### src/uic_params.svh
// Constants for the USB device IN endpoint and interrupt controller
`ifndef UIC_PARAMS_SVH
`define UIC_PARAMS_SVH
// Register offsets (word addresses, one 32-bit word each)
`define UIC_OFF_CTRL     4'h0
`define UIC_OFF_FLAGS    4'h1
`define UIC_OFF_IEN      4'h2
`define UIC_OFF_ADDR     4'h3
`define UIC_OFF_EPINT    4'h4
`define UIC_OFF_EPIEN    4'h5
`define UIC_OFF_EPCMD    4'h6
`define UIC_OFF_EPSTAT   4'h7
// Control bit positions
`define UIC_CTRL_DETACH  0
`define UIC_CTRL_WAKE    1
`define UIC_CTRL_LS      2
`define UIC_CTRL_CPURST  3
// Device flag positions
`define UIC_FL_SUSP      0
`define UIC_FL_SOF       2
`define UIC_FL_EORST     3
`define UIC_FL_WAKE      4
`define UIC_FL_EORSM     5
`define UIC_FL_UPRSM     6
`define UIC_FL_MASK      8'h7d
// Endpoint flag positions
`define UIC_EP_TXRDY     0
`define UIC_EP_STALL     1
`define UIC_EP_RXOUT     2
`define UIC_EP_RXSTP     3
`define UIC_EP_NAKOUT    4
`define UIC_EP_UNDER     5
`define UIC_EP_NAKIN     6
`define UIC_EP_OVER      7
// Endpoint command bits
`define UIC_CMD_BANKCTL  0
`define UIC_CMD_KILL     1
`define UIC_CMD_WRBYTE   2
// Address register
`define UIC_ADDR_EN      7
// Reset values
`define UIC_CTRL_RST     8'h01
`define UIC_IEN_RST      8'h08
// Bank size in bytes and resume timing
`define UIC_BANK_BYTES   8'h40
`define UIC_RESUME_US    2000
`define UIC_CLK_MHZ      20
`define UIC_RESUME_CYC   ((`UIC_RESUME_US * `UIC_CLK_MHZ))
`define UIC_BUS_ERR      32'hdead_0000
`endif

### src/uic_pkg.sv
// Types for the USB device IN endpoint and interrupt controller
package uic_pkg;
   typedef struct packed {
      logic       sof;
      logic       sof_crc_err;
      logic       idle_3ms;
      logic       line_wake;
      logic       bus_reset_end;
      logic       resume_end;
      logic       host_in_token;
      logic       out_pkt;
      logic       out_crc_err;
      logic       out_too_big;
      logic       setup_pkt;
      logic       nak_in;
      logic       nak_out;
      logic       iso;
   } uic_usb_ev_t;
   typedef struct packed {
      logic       pullup_dp;
      logic       pullup_dm;
      logic       resume_drive;
      logic       cpu_reset;
      logic [6:0] dev_addr;
      logic       addr_active;
   } uic_usb_out_t;
   typedef struct packed {
      logic [1:0] busy;
      logic       cur;
      logic [7:0] count;
      logic       last;
   } uic_bank_t;
endpackage

### src/uic_bank.sv
// Two-bank IN endpoint bookkeeping
`timescale 1ns/1ps
`include "uic_params.svh"
module uic_bank
   import uic_pkg::*;
(
   input  wire logic             clk,
   input  wire logic             reset,
   input  wire logic             release_bank,
   input  wire logic             kill,
   input  wire logic             wr_byte,
   input  wire logic             host_take,
   output uic_pkg::uic_bank_t    st,
   output logic                  cur_free,
   output logic                  empty
);
   uic_bank_t s, next_s;

   // Current bank free unless both banks are busy, empty when none is busy
   assign cur_free = (s.busy != 2'b10);
   assign empty    = (s.busy == 2'b00);
   assign st       = s;

   // Queue, drain and kill banks
   always_comb
   begin
      next_s = s;
      if (wr_byte && s.count != `UIC_BANK_BYTES)
         next_s.count = s.count + 8'h01;
      if (release_bank && s.busy != 2'b10)
      begin
         next_s.busy  = s.busy + 2'b01;
         next_s.last  = s.cur;
         next_s.cur   = ~s.cur;
         next_s.count = 8'h00;
      end
      else if (kill && s.busy != 2'b00)
      begin
         next_s.busy = s.busy - 2'b01;
         next_s.cur  = s.last;
      end
      if (host_take && s.busy != 2'b00 && !(release_bank || kill))
         next_s.busy = s.busy - 2'b01;
   end

   always_ff @(posedge clk)
   begin
      if (reset)
         s <= '0;
      else
         s <= next_s;
   end
endmodule

### src/uic_ctrl.sv
// Device control, interrupt flags and IN endpoint logic on Avalon-MM
//
// Local design decisions: register access over Avalon-MM and the register addresses.
`timescale 1ns/1ps
`include "uic_params.svh"
//
// Function
// - Free bank raises tx ready and bank control
// - Bank control clear queues bank, switches
// - rw allowed high while bank not full
// - Second free bank sets tx ready again
// - Kill bank discards last written bank
// - Iso underflow on empty read, not on full
// - Iso OUT CRC error sets stalled, rx out
// - Oversized OUT sets overflow and rx out
// - Eight endpoint flags gated into endpoint irq
// - SOF sets frame start flag
// - Three ms idle sets suspend flag
// - CPU reset on bus reset end
// - Speed bit picks D+ or D- pull-up
// - Remote wake starts resume, hardware clears
// - Detach disconnects pull-up
// - Upstream resume and resume end flags
// - Line wake flag not on own resume
// - Bus reset end sets its flag
// - Flags set regardless of enables, software clears
// - Enable mirrors flags, reset-end enable set
// - Address enable cleared only by hardware
// - Detach resets to one
// - Wake and suspend flags clear each other
module uic_ctrl
   import uic_pkg::*;
(
   input  wire logic             clk,
   input  wire logic             reset,
   input  wire logic [3:0]       address,
   input  wire logic             read,
   input  wire logic             write,
   input  wire logic [31:0]      writedata,
   output logic [31:0]           readdata,
   output logic                  waitrequest,
   input  wire logic             usb_enable,
   input  uic_pkg::uic_usb_ev_t  ev,
   output uic_pkg::uic_usb_out_t usb_o,
   output logic                  dev_irq,
   output logic                  ep_irq
);
   import uic_pkg::*;

   typedef struct packed {
      logic [7:0]    ctrl;
      logic [7:0]    flags;
      logic [7:0]    ien;
      logic [7:0]    addr;
      logic [7:0]    epint;
      logic [7:0]    epien;
      logic          bankctl;
      logic          rw_allowed;
      logic          resuming;
      logic [15:0]   rcnt;
      logic          ack;
      logic [31:0]   rdata;
      uic_usb_out_t  uo;
      logic          dirq;
      logic          eirq;
   } uic_state_t;

   uic_state_t r, next_r;
   uic_bank_t  bst;
   logic       cur_free;
   logic       bank_empty;
   logic       acc;
   logic       wr;
   logic       release_bank;
   logic       kill;
   logic       wr_byte;
   logic       host_take;
   logic [7:0] wd;

   // Write zero clears a flag, one leaves it alone
   function automatic logic [7:0] clr0(input logic [7:0] cur, input logic [7:0] w);
      clr0 = cur & w;
   endfunction

   // One wait cycle per access: request taken when ack is low, answered next
   assign acc  = (read || write) && !r.ack;
   // Write lands at the edge where the master sees waitrequest low
   assign wr   = write && r.ack;
   assign wd   = writedata[7:0];
   assign release_bank = wr && address == `UIC_OFF_EPCMD
                         && wd[`UIC_CMD_BANKCTL] && r.bankctl;
   assign kill      = wr && address == `UIC_OFF_EPCMD && wd[`UIC_CMD_KILL];
   assign wr_byte   = wr && address == `UIC_OFF_EPCMD && wd[`UIC_CMD_WRBYTE];
   assign host_take = ev.host_in_token && !bank_empty;

   uic_bank u_bank
   (
      .clk          (clk),
      .reset        (reset),
      .release_bank (release_bank),
      .kill         (kill),
      .wr_byte      (wr_byte),
      .host_take    (host_take),
      .st           (bst),
      .cur_free     (cur_free),
      .empty        (bank_empty)
   );

   assign readdata    = r.rdata;
   assign waitrequest = !r.ack;
   assign usb_o       = r.uo;
   assign dev_irq     = r.dirq;
   assign ep_irq      = r.eirq;

   // Next-state logic: software writes first, hardware sets override
   always_comb
   begin
      next_r     = r;
      next_r.ack = acc;
      if (acc && read)
      begin
         case (address)
            `UIC_OFF_CTRL:   next_r.rdata = {24'h00_0000, r.ctrl};
            `UIC_OFF_FLAGS:  next_r.rdata = {24'h00_0000, r.flags};
            `UIC_OFF_IEN:    next_r.rdata = {24'h00_0000, r.ien};
            `UIC_OFF_ADDR:   next_r.rdata = {24'h00_0000, r.addr};
            `UIC_OFF_EPINT:  next_r.rdata = {24'h00_0000, r.epint};
            `UIC_OFF_EPIEN:  next_r.rdata = {24'h00_0000, r.epien};
            `UIC_OFF_EPCMD:  next_r.rdata = {24'h00_0000, 7'h00, r.bankctl};
            `UIC_OFF_EPSTAT: next_r.rdata = {20'h0_0000, bst.busy,
                                            bst.cur, bst.count, r.rw_allowed};
            default:         next_r.rdata = `UIC_BUS_ERR;
         endcase
      end
      if (wr)
      begin
         case (address)
            `UIC_OFF_CTRL:
            begin
               next_r.ctrl[`UIC_CTRL_DETACH] = wd[`UIC_CTRL_DETACH];
               next_r.ctrl[`UIC_CTRL_LS]     = wd[`UIC_CTRL_LS];
               next_r.ctrl[`UIC_CTRL_CPURST] = wd[`UIC_CTRL_CPURST];
               if (wd[`UIC_CTRL_WAKE] && r.flags[`UIC_FL_SUSP])
                  next_r.ctrl[`UIC_CTRL_WAKE] = 1'b1;
            end
            `UIC_OFF_FLAGS: next_r.flags = clr0(r.flags, wd);
            `UIC_OFF_IEN:   next_r.ien   = wd & `UIC_FL_MASK;
            `UIC_OFF_ADDR:
            begin
               next_r.addr[6:0] = wd[6:0];
               if (wd[`UIC_ADDR_EN])
                  next_r.addr[`UIC_ADDR_EN] = 1'b1;
            end
            `UIC_OFF_EPINT: next_r.epint = clr0(r.epint, wd);
            `UIC_OFF_EPIEN: next_r.epien = wd;
            `UIC_OFF_EPCMD:
               if (release_bank)
                  next_r.bankctl = 1'b0;
            default: ;
         endcase
      end
      // Hardware sets win over software clears
      if (ev.sof)
         next_r.flags[`UIC_FL_SOF] = 1'b1;
      if (ev.idle_3ms)
      begin
         next_r.flags[`UIC_FL_SUSP] = 1'b1;
         next_r.flags[`UIC_FL_WAKE] = 1'b0;
      end
      if (ev.line_wake && !r.resuming)
      begin
         next_r.flags[`UIC_FL_WAKE] = 1'b1;
         next_r.flags[`UIC_FL_SUSP] = 1'b0;
      end
      if (ev.bus_reset_end)
      begin
         next_r.flags[`UIC_FL_EORST] = 1'b1;
         next_r.addr[`UIC_ADDR_EN]   = 1'b0;
      end
      if (ev.resume_end)
         next_r.flags[`UIC_FL_EORSM] = 1'b1;
      // Upstream resume sequencing
      if (r.ctrl[`UIC_CTRL_WAKE] && !r.resuming)
      begin
         next_r.resuming = 1'b1;
         next_r.rcnt     = 16'h0000;
         next_r.flags[`UIC_FL_UPRSM] = 1'b1;
         next_r.flags[`UIC_FL_SUSP]  = 1'b0;
      end
      else if (r.resuming)
      begin
         if (r.rcnt == 16'(`UIC_RESUME_CYC - 1))
         begin
            next_r.resuming = 1'b0;
            next_r.ctrl[`UIC_CTRL_WAKE] = 1'b0;
         end
         else
            next_r.rcnt = r.rcnt + 16'h0001;
      end
      // Endpoint flags
      // On release the flags follow the next bank, which is free if none was busy
      if (release_bank)
         next_r.bankctl = (bst.busy == 2'b00);
      else
         next_r.bankctl = r.bankctl | cur_free;
      if (next_r.bankctl && (!r.bankctl || release_bank))
         next_r.epint[`UIC_EP_TXRDY] = 1'b1;
      next_r.rw_allowed = cur_free && bst.count != `UIC_BANK_BYTES;
      if (ev.iso && ((ev.host_in_token && bank_empty) || ev.out_pkt && 1'b0))
         next_r.epint[`UIC_EP_UNDER] = 1'b1;
      if (ev.out_pkt)
         next_r.epint[`UIC_EP_RXOUT] = 1'b1;
      if (ev.iso && ev.out_pkt && ev.out_crc_err)
         next_r.epint[`UIC_EP_STALL] = 1'b1;
      if (ev.out_pkt && ev.out_too_big)
         next_r.epint[`UIC_EP_OVER] = 1'b1;
      if (ev.setup_pkt)
         next_r.epint[`UIC_EP_RXSTP] = 1'b1;
      if (ev.nak_in)
         next_r.epint[`UIC_EP_NAKIN] = 1'b1;
      if (ev.nak_out)
         next_r.epint[`UIC_EP_NAKOUT] = 1'b1;
      // Oversized iso OUT with CRC error: underflow raised as well
      if (ev.iso && ev.out_pkt && ev.out_too_big && ev.out_crc_err)
         next_r.epint[`UIC_EP_UNDER] = 1'b1;
      if (!usb_enable)
         next_r.ctrl[`UIC_CTRL_CPURST] = 1'b0;
      // Registered outputs
      next_r.dirq = |(r.flags & r.ien);
      next_r.eirq = |(r.epint & r.epien);
      next_r.uo.pullup_dp    = !r.ctrl[`UIC_CTRL_DETACH] && !r.ctrl[`UIC_CTRL_LS];
      next_r.uo.pullup_dm    = !r.ctrl[`UIC_CTRL_DETACH] && r.ctrl[`UIC_CTRL_LS];
      next_r.uo.resume_drive = r.resuming;
      next_r.uo.cpu_reset    = ev.bus_reset_end && r.ctrl[`UIC_CTRL_CPURST];
      next_r.uo.dev_addr     = r.addr[6:0];
      next_r.uo.addr_active  = r.addr[`UIC_ADDR_EN];
   end

   // Control register reset leaves device detached, reset-end enabled
   always_ff @(posedge clk)
   begin
      if (reset)
      begin
         r      <= '0;
         r.ctrl <= `UIC_CTRL_RST;
         r.ien  <= `UIC_IEN_RST;
      end
      else
         r <= next_r;
   end

   // Assertions
   irq_dev_a: assert property (@(posedge clk) disable iff (reset)
      (|(r.flags & r.ien)) |=> dev_irq) else $error("dev irq missing");
   irq_ep_a: assert property (@(posedge clk) disable iff (reset)
      (|(r.epint & r.epien)) |=> ep_irq) else $error("ep irq missing");
   sof_set_a: assert property (@(posedge clk) disable iff (reset)
      ev.sof |=> r.flags[`UIC_FL_SOF]) else $error("sof flag missing");
   susp_set_a: assert property (@(posedge clk) disable iff (reset)
      ev.idle_3ms && !(ev.line_wake && !r.resuming) |=> r.flags[`UIC_FL_SUSP]
         && !r.flags[`UIC_FL_WAKE]) else $error("suspend flag wrong");
   eorst_set_a: assert property (@(posedge clk) disable iff (reset)
      ev.bus_reset_end |=> r.flags[`UIC_FL_EORST] && !r.addr[`UIC_ADDR_EN])
      else $error("reset end flag missing");
   pullup_sel_a: assert property (@(posedge clk) disable iff (reset)
      !r.ctrl[`UIC_CTRL_DETACH] |=> usb_o.pullup_dp != usb_o.pullup_dm)
      else $error("pull-up select wrong");
   detach_off_a: assert property (@(posedge clk) disable iff (reset)
      r.ctrl[`UIC_CTRL_DETACH] |=> !usb_o.pullup_dp && !usb_o.pullup_dm)
      else $error("detach not honoured");
   over_set_a: assert property (@(posedge clk) disable iff (reset)
      ev.out_pkt && ev.out_too_big |=> r.epint[`UIC_EP_OVER]
         && r.epint[`UIC_EP_RXOUT]) else $error("overflow flag missing");
   rw_allowed_full_a: assert property (@(posedge clk) disable iff (reset)
      bst.count == `UIC_BANK_BYTES |=> !r.rw_allowed) else $error("rw_allowed on full");
   wake_end_a: assert property (@(posedge clk) disable iff (reset)
      $fell(r.resuming) |-> !r.ctrl[`UIC_CTRL_WAKE]) else $error("wake not cleared");
   cv_resume_c: cover property (@(posedge clk) $rose(r.resuming));
   cv_release_c: cover property (@(posedge clk) release_bank);
   cv_kill_c: cover property (@(posedge clk) kill);
endmodule

### config.mk
export PLATFORM = sky130hd
export DESIGN_NAME = uic_ctrl
export DESIGN_NICKNAME = d
export VERILOG_FILES = /design/src/uic_pkg.sv /design/src/uic_bank.sv /design/src/uic_ctrl.sv
export VERILOG_INCLUDE_DIRS = /design/src /design/src/src
export SDC_FILE = /design/constraint.sdc
export NUM_CORES = 1
export LEC_CHECK = 0
export ABC_AREA = 1
export ABC_CLOCK_PERIOD_IN_PS = 1600
export BUFFER_PORTS_ARGS = -buffer_cell sky130_fd_sc_hd__buf_2
export CORE_MARGIN = 5
export CORE_UTILIZATION = 50
export CTS_CLUSTER_DIAMETER = 150
export CTS_CLUSTER_SIZE = 20
export DETAILED_ROUTE_END_ITERATION = 7
export HOLD_SLACK_MARGIN = 0.06
export PLACE_DENSITY_LB_ADDON = 0.25
export SLEW_MARGIN = 15
export SYNTH_ARGS = -nofsm -noshare
export SYNTH_HDL_FRONTEND = slang
export SYNTH_SLANG_ARGS = --single-unit
export TNS_END_PERCENT = 10
### constraint.sdc
create_clock -name clk -period 1.6 [get_ports clk]
set_input_delay 0.16 -clock clk [delete_from_list [all_inputs] [get_ports clk]]
set_output_delay 0.16 -clock clk [all_outputs]
set_load 0.01 [all_outputs]
==> metrics <==
status=complete, no violations; asr flop ratio synth=0%; placed instance area=5230 sq um; synthesis-to-layout area growth=13.3%; Final Hold Fails=0; CP arrival=approximately 1.8 ns; I/O pin count=102; clock skew=~0.012 ns; hold depth=3; GRT Overall Usage=21.3%; Core Footprint=9730 sq um; Clock transition at path regs=0.10 ns; wire per inst=around 14 um; storage element area=2030 sq um; Multi-input gate area=between 2000 and 2500 sq um; Cell Rows=36; critical path startpoint category=flop; R2R setup slack=approximately 0.099 ns; Post-DP HPWL=around 9600 um; CTS Buf Count=9; clk buf depth=2; final slew viol count=0; Tcrit/Tclk final=between 90 and 100%; WS Path Type=flop to flop; fin area=5640 sq um; initial drt markers=286; most frequent cells in the layout=144 x nand2_1, 98 x dfxtp_1, 96 x inv_1; Initial Util=51.2%; crit path max fanout=7; CTS Root Cell=clkbuf_8; Seq/Total Area, Yosys=around two fifths; most common cell after layout, fill and taps aside=nand2_1; H-tree depth=3; initial antenna violation count=0; Setup TNS Final=0 ns; Ys Warns=0; CTS tree=yes; number of buffers added on ports=67; GPL Wtd Cong=roughly 0.90; total wire length=approximately 13000 um; vias=approximately 4600; Die X=approximately 110 um; Static Leak=around 2.4 nW; full die area=approximately 12000 sq um; Synth Register Bits=between 100 and 150; setup violators final=0; Final Non-Filler Cells=903; number of cells on the worst reg-to-reg path=9; pwr dens=just under 900 nW/um^2; largest net degree at the start of global routing=24; Die Y=approximately 110 um; clock latency on the worst-skew pair=~0.38 ns; total gr overflow=0; vias in the first global route=~4300; Post-synth EDFFs=0; proportion of layout cells with a drive suffix above 1=about 17%; Peak Freq=666 MHz; Peak VDD IR=0.429 mV; Yosys cell types=36; number of routed nets with antenna violations=0; final core utilization=between 50% and 60%; global-route wire length before repair=between 20000 and 25000 um; DRT Pass-1 Iters=5; Syn Inst Count=approximately 710; crit end category=flop; Mapped Area=approximately 5000 sq um; Pwr Total=between 4 and 5 mW; Vias/cell=roughly 5; # DRC=0; min-delay worst type=input pin to flop; Filler Cell Count=around 970; Max Cap Viol=0; n_diodes=0; Avg Cell Area, Syn=7.04 sq um; CTS sink cnt=101; Layout Nets=825; placed cell count=~870; Required @ worst endpoint=1.86 ns; Top FF cell, synth=dfxtp_1; crit path time final=roughly 1.5 ns
metal layers:
layer	track usage (%)	part of all wire [%]
met2	36.1	47
met4	7.57	2.6
met5	0	0
met3	4.29	5.7
met1	26.8	45
worst max-delay path: stages, from the launching register on:
cell,delay [ns]
dfxtp_4,0.37
ha_2,0.20
nand3_1,0.11
nor3_2,0.13
nand2_1,0.10
nand2_2,0.13
buf_4,0.16
nor2_1,0.04
nand2_1,0.07
a21oi_1,0.06
state kept, by name, summed over array words and instances, names as in the netlist:
name	flops
dev_irq	1
ep_irq	1
next_r	9
r	53
readdata	13
u_bank.st	12
usb_o	12
path summary, 6_finish.rpt:
path              from       end
max reg2reg      r[47]     r[50]
min reg2reg  next_r[2]  usb_o[0]
max              r[47]     r[50]
min              ev[6]     r[76]
synth_stat cells (7+ instances only):
cell / number / area share [%]
nand2_1: 144 / 11
buf_4: 46 / 6.9
clkbuf_1: 7 / 0.53
nor3_1: 15 / 1.5
nand4_1: 14 / 1.8
nand3_1: 31 / 3.1
xor2_1: 8 / 1.4
a21oi_1: 70 / 7.0
nor2_1: 66 / 5.0
o21ai_0: 54 / 5.4
inv_1: 96 / 7.2
o22ai_1: 7 / 0.88
dfxtp_1: 101 / 41
power by group:
| part | internal (mW) | switching (mW) | leakage, nW | total [mW] |
|---|---|---|---|---|
| clock network | 0.934 | 0.912 | 0.110 | 1.85 |
| registers | 2.57 | 0.0402 | 0.822 | 2.61 |
| logic | 0.155 | 0.270 | 1.43 | 0.425 |
what timing repair did:
item / CTS / global route
resized for setup: 0 / 14
buffers inserted: 0 / 2
setup endpoints to repair: 0 / 23
hold endpoints to repair: 13 / 0
hold buffers: 12 / 0
area by class of cell:
class                           count  share of cell area (%)
Clock inverter                      6                    1.64
Tap cell                          133                    2.95
Inverter                          102                    6.88
Timing Repair Buffer               98                    10.6
Sequential cell                   101                    36.0
Multi-Input combinational cell    453                    39.5
Clock buffer                       10                    2.44
through the flow:
stage                     worst slack (ns)  hold slack [ns]
final                               0.0985           0.0656
after floorplan                      0.105            0.239
after detailed placement            0.0415            0.349
after CTS                           0.0234           0.0621
after global routing               -0.0290           0.0719
after global placement              0.0993            0.350
kinds of logic after synthesis:
| family | share of synthesized area [%] |
|---|---|
| buf+inv | 16.0 |
| xor+xnor | 1.41 |
| compound gates | 15.5 |
| other cells | 0.0753 |
| fa+ha+maj | 1.26 |
| simple gates | 25.1 |
| flops | 40.6 |
(Power assumes the default switching activity.)
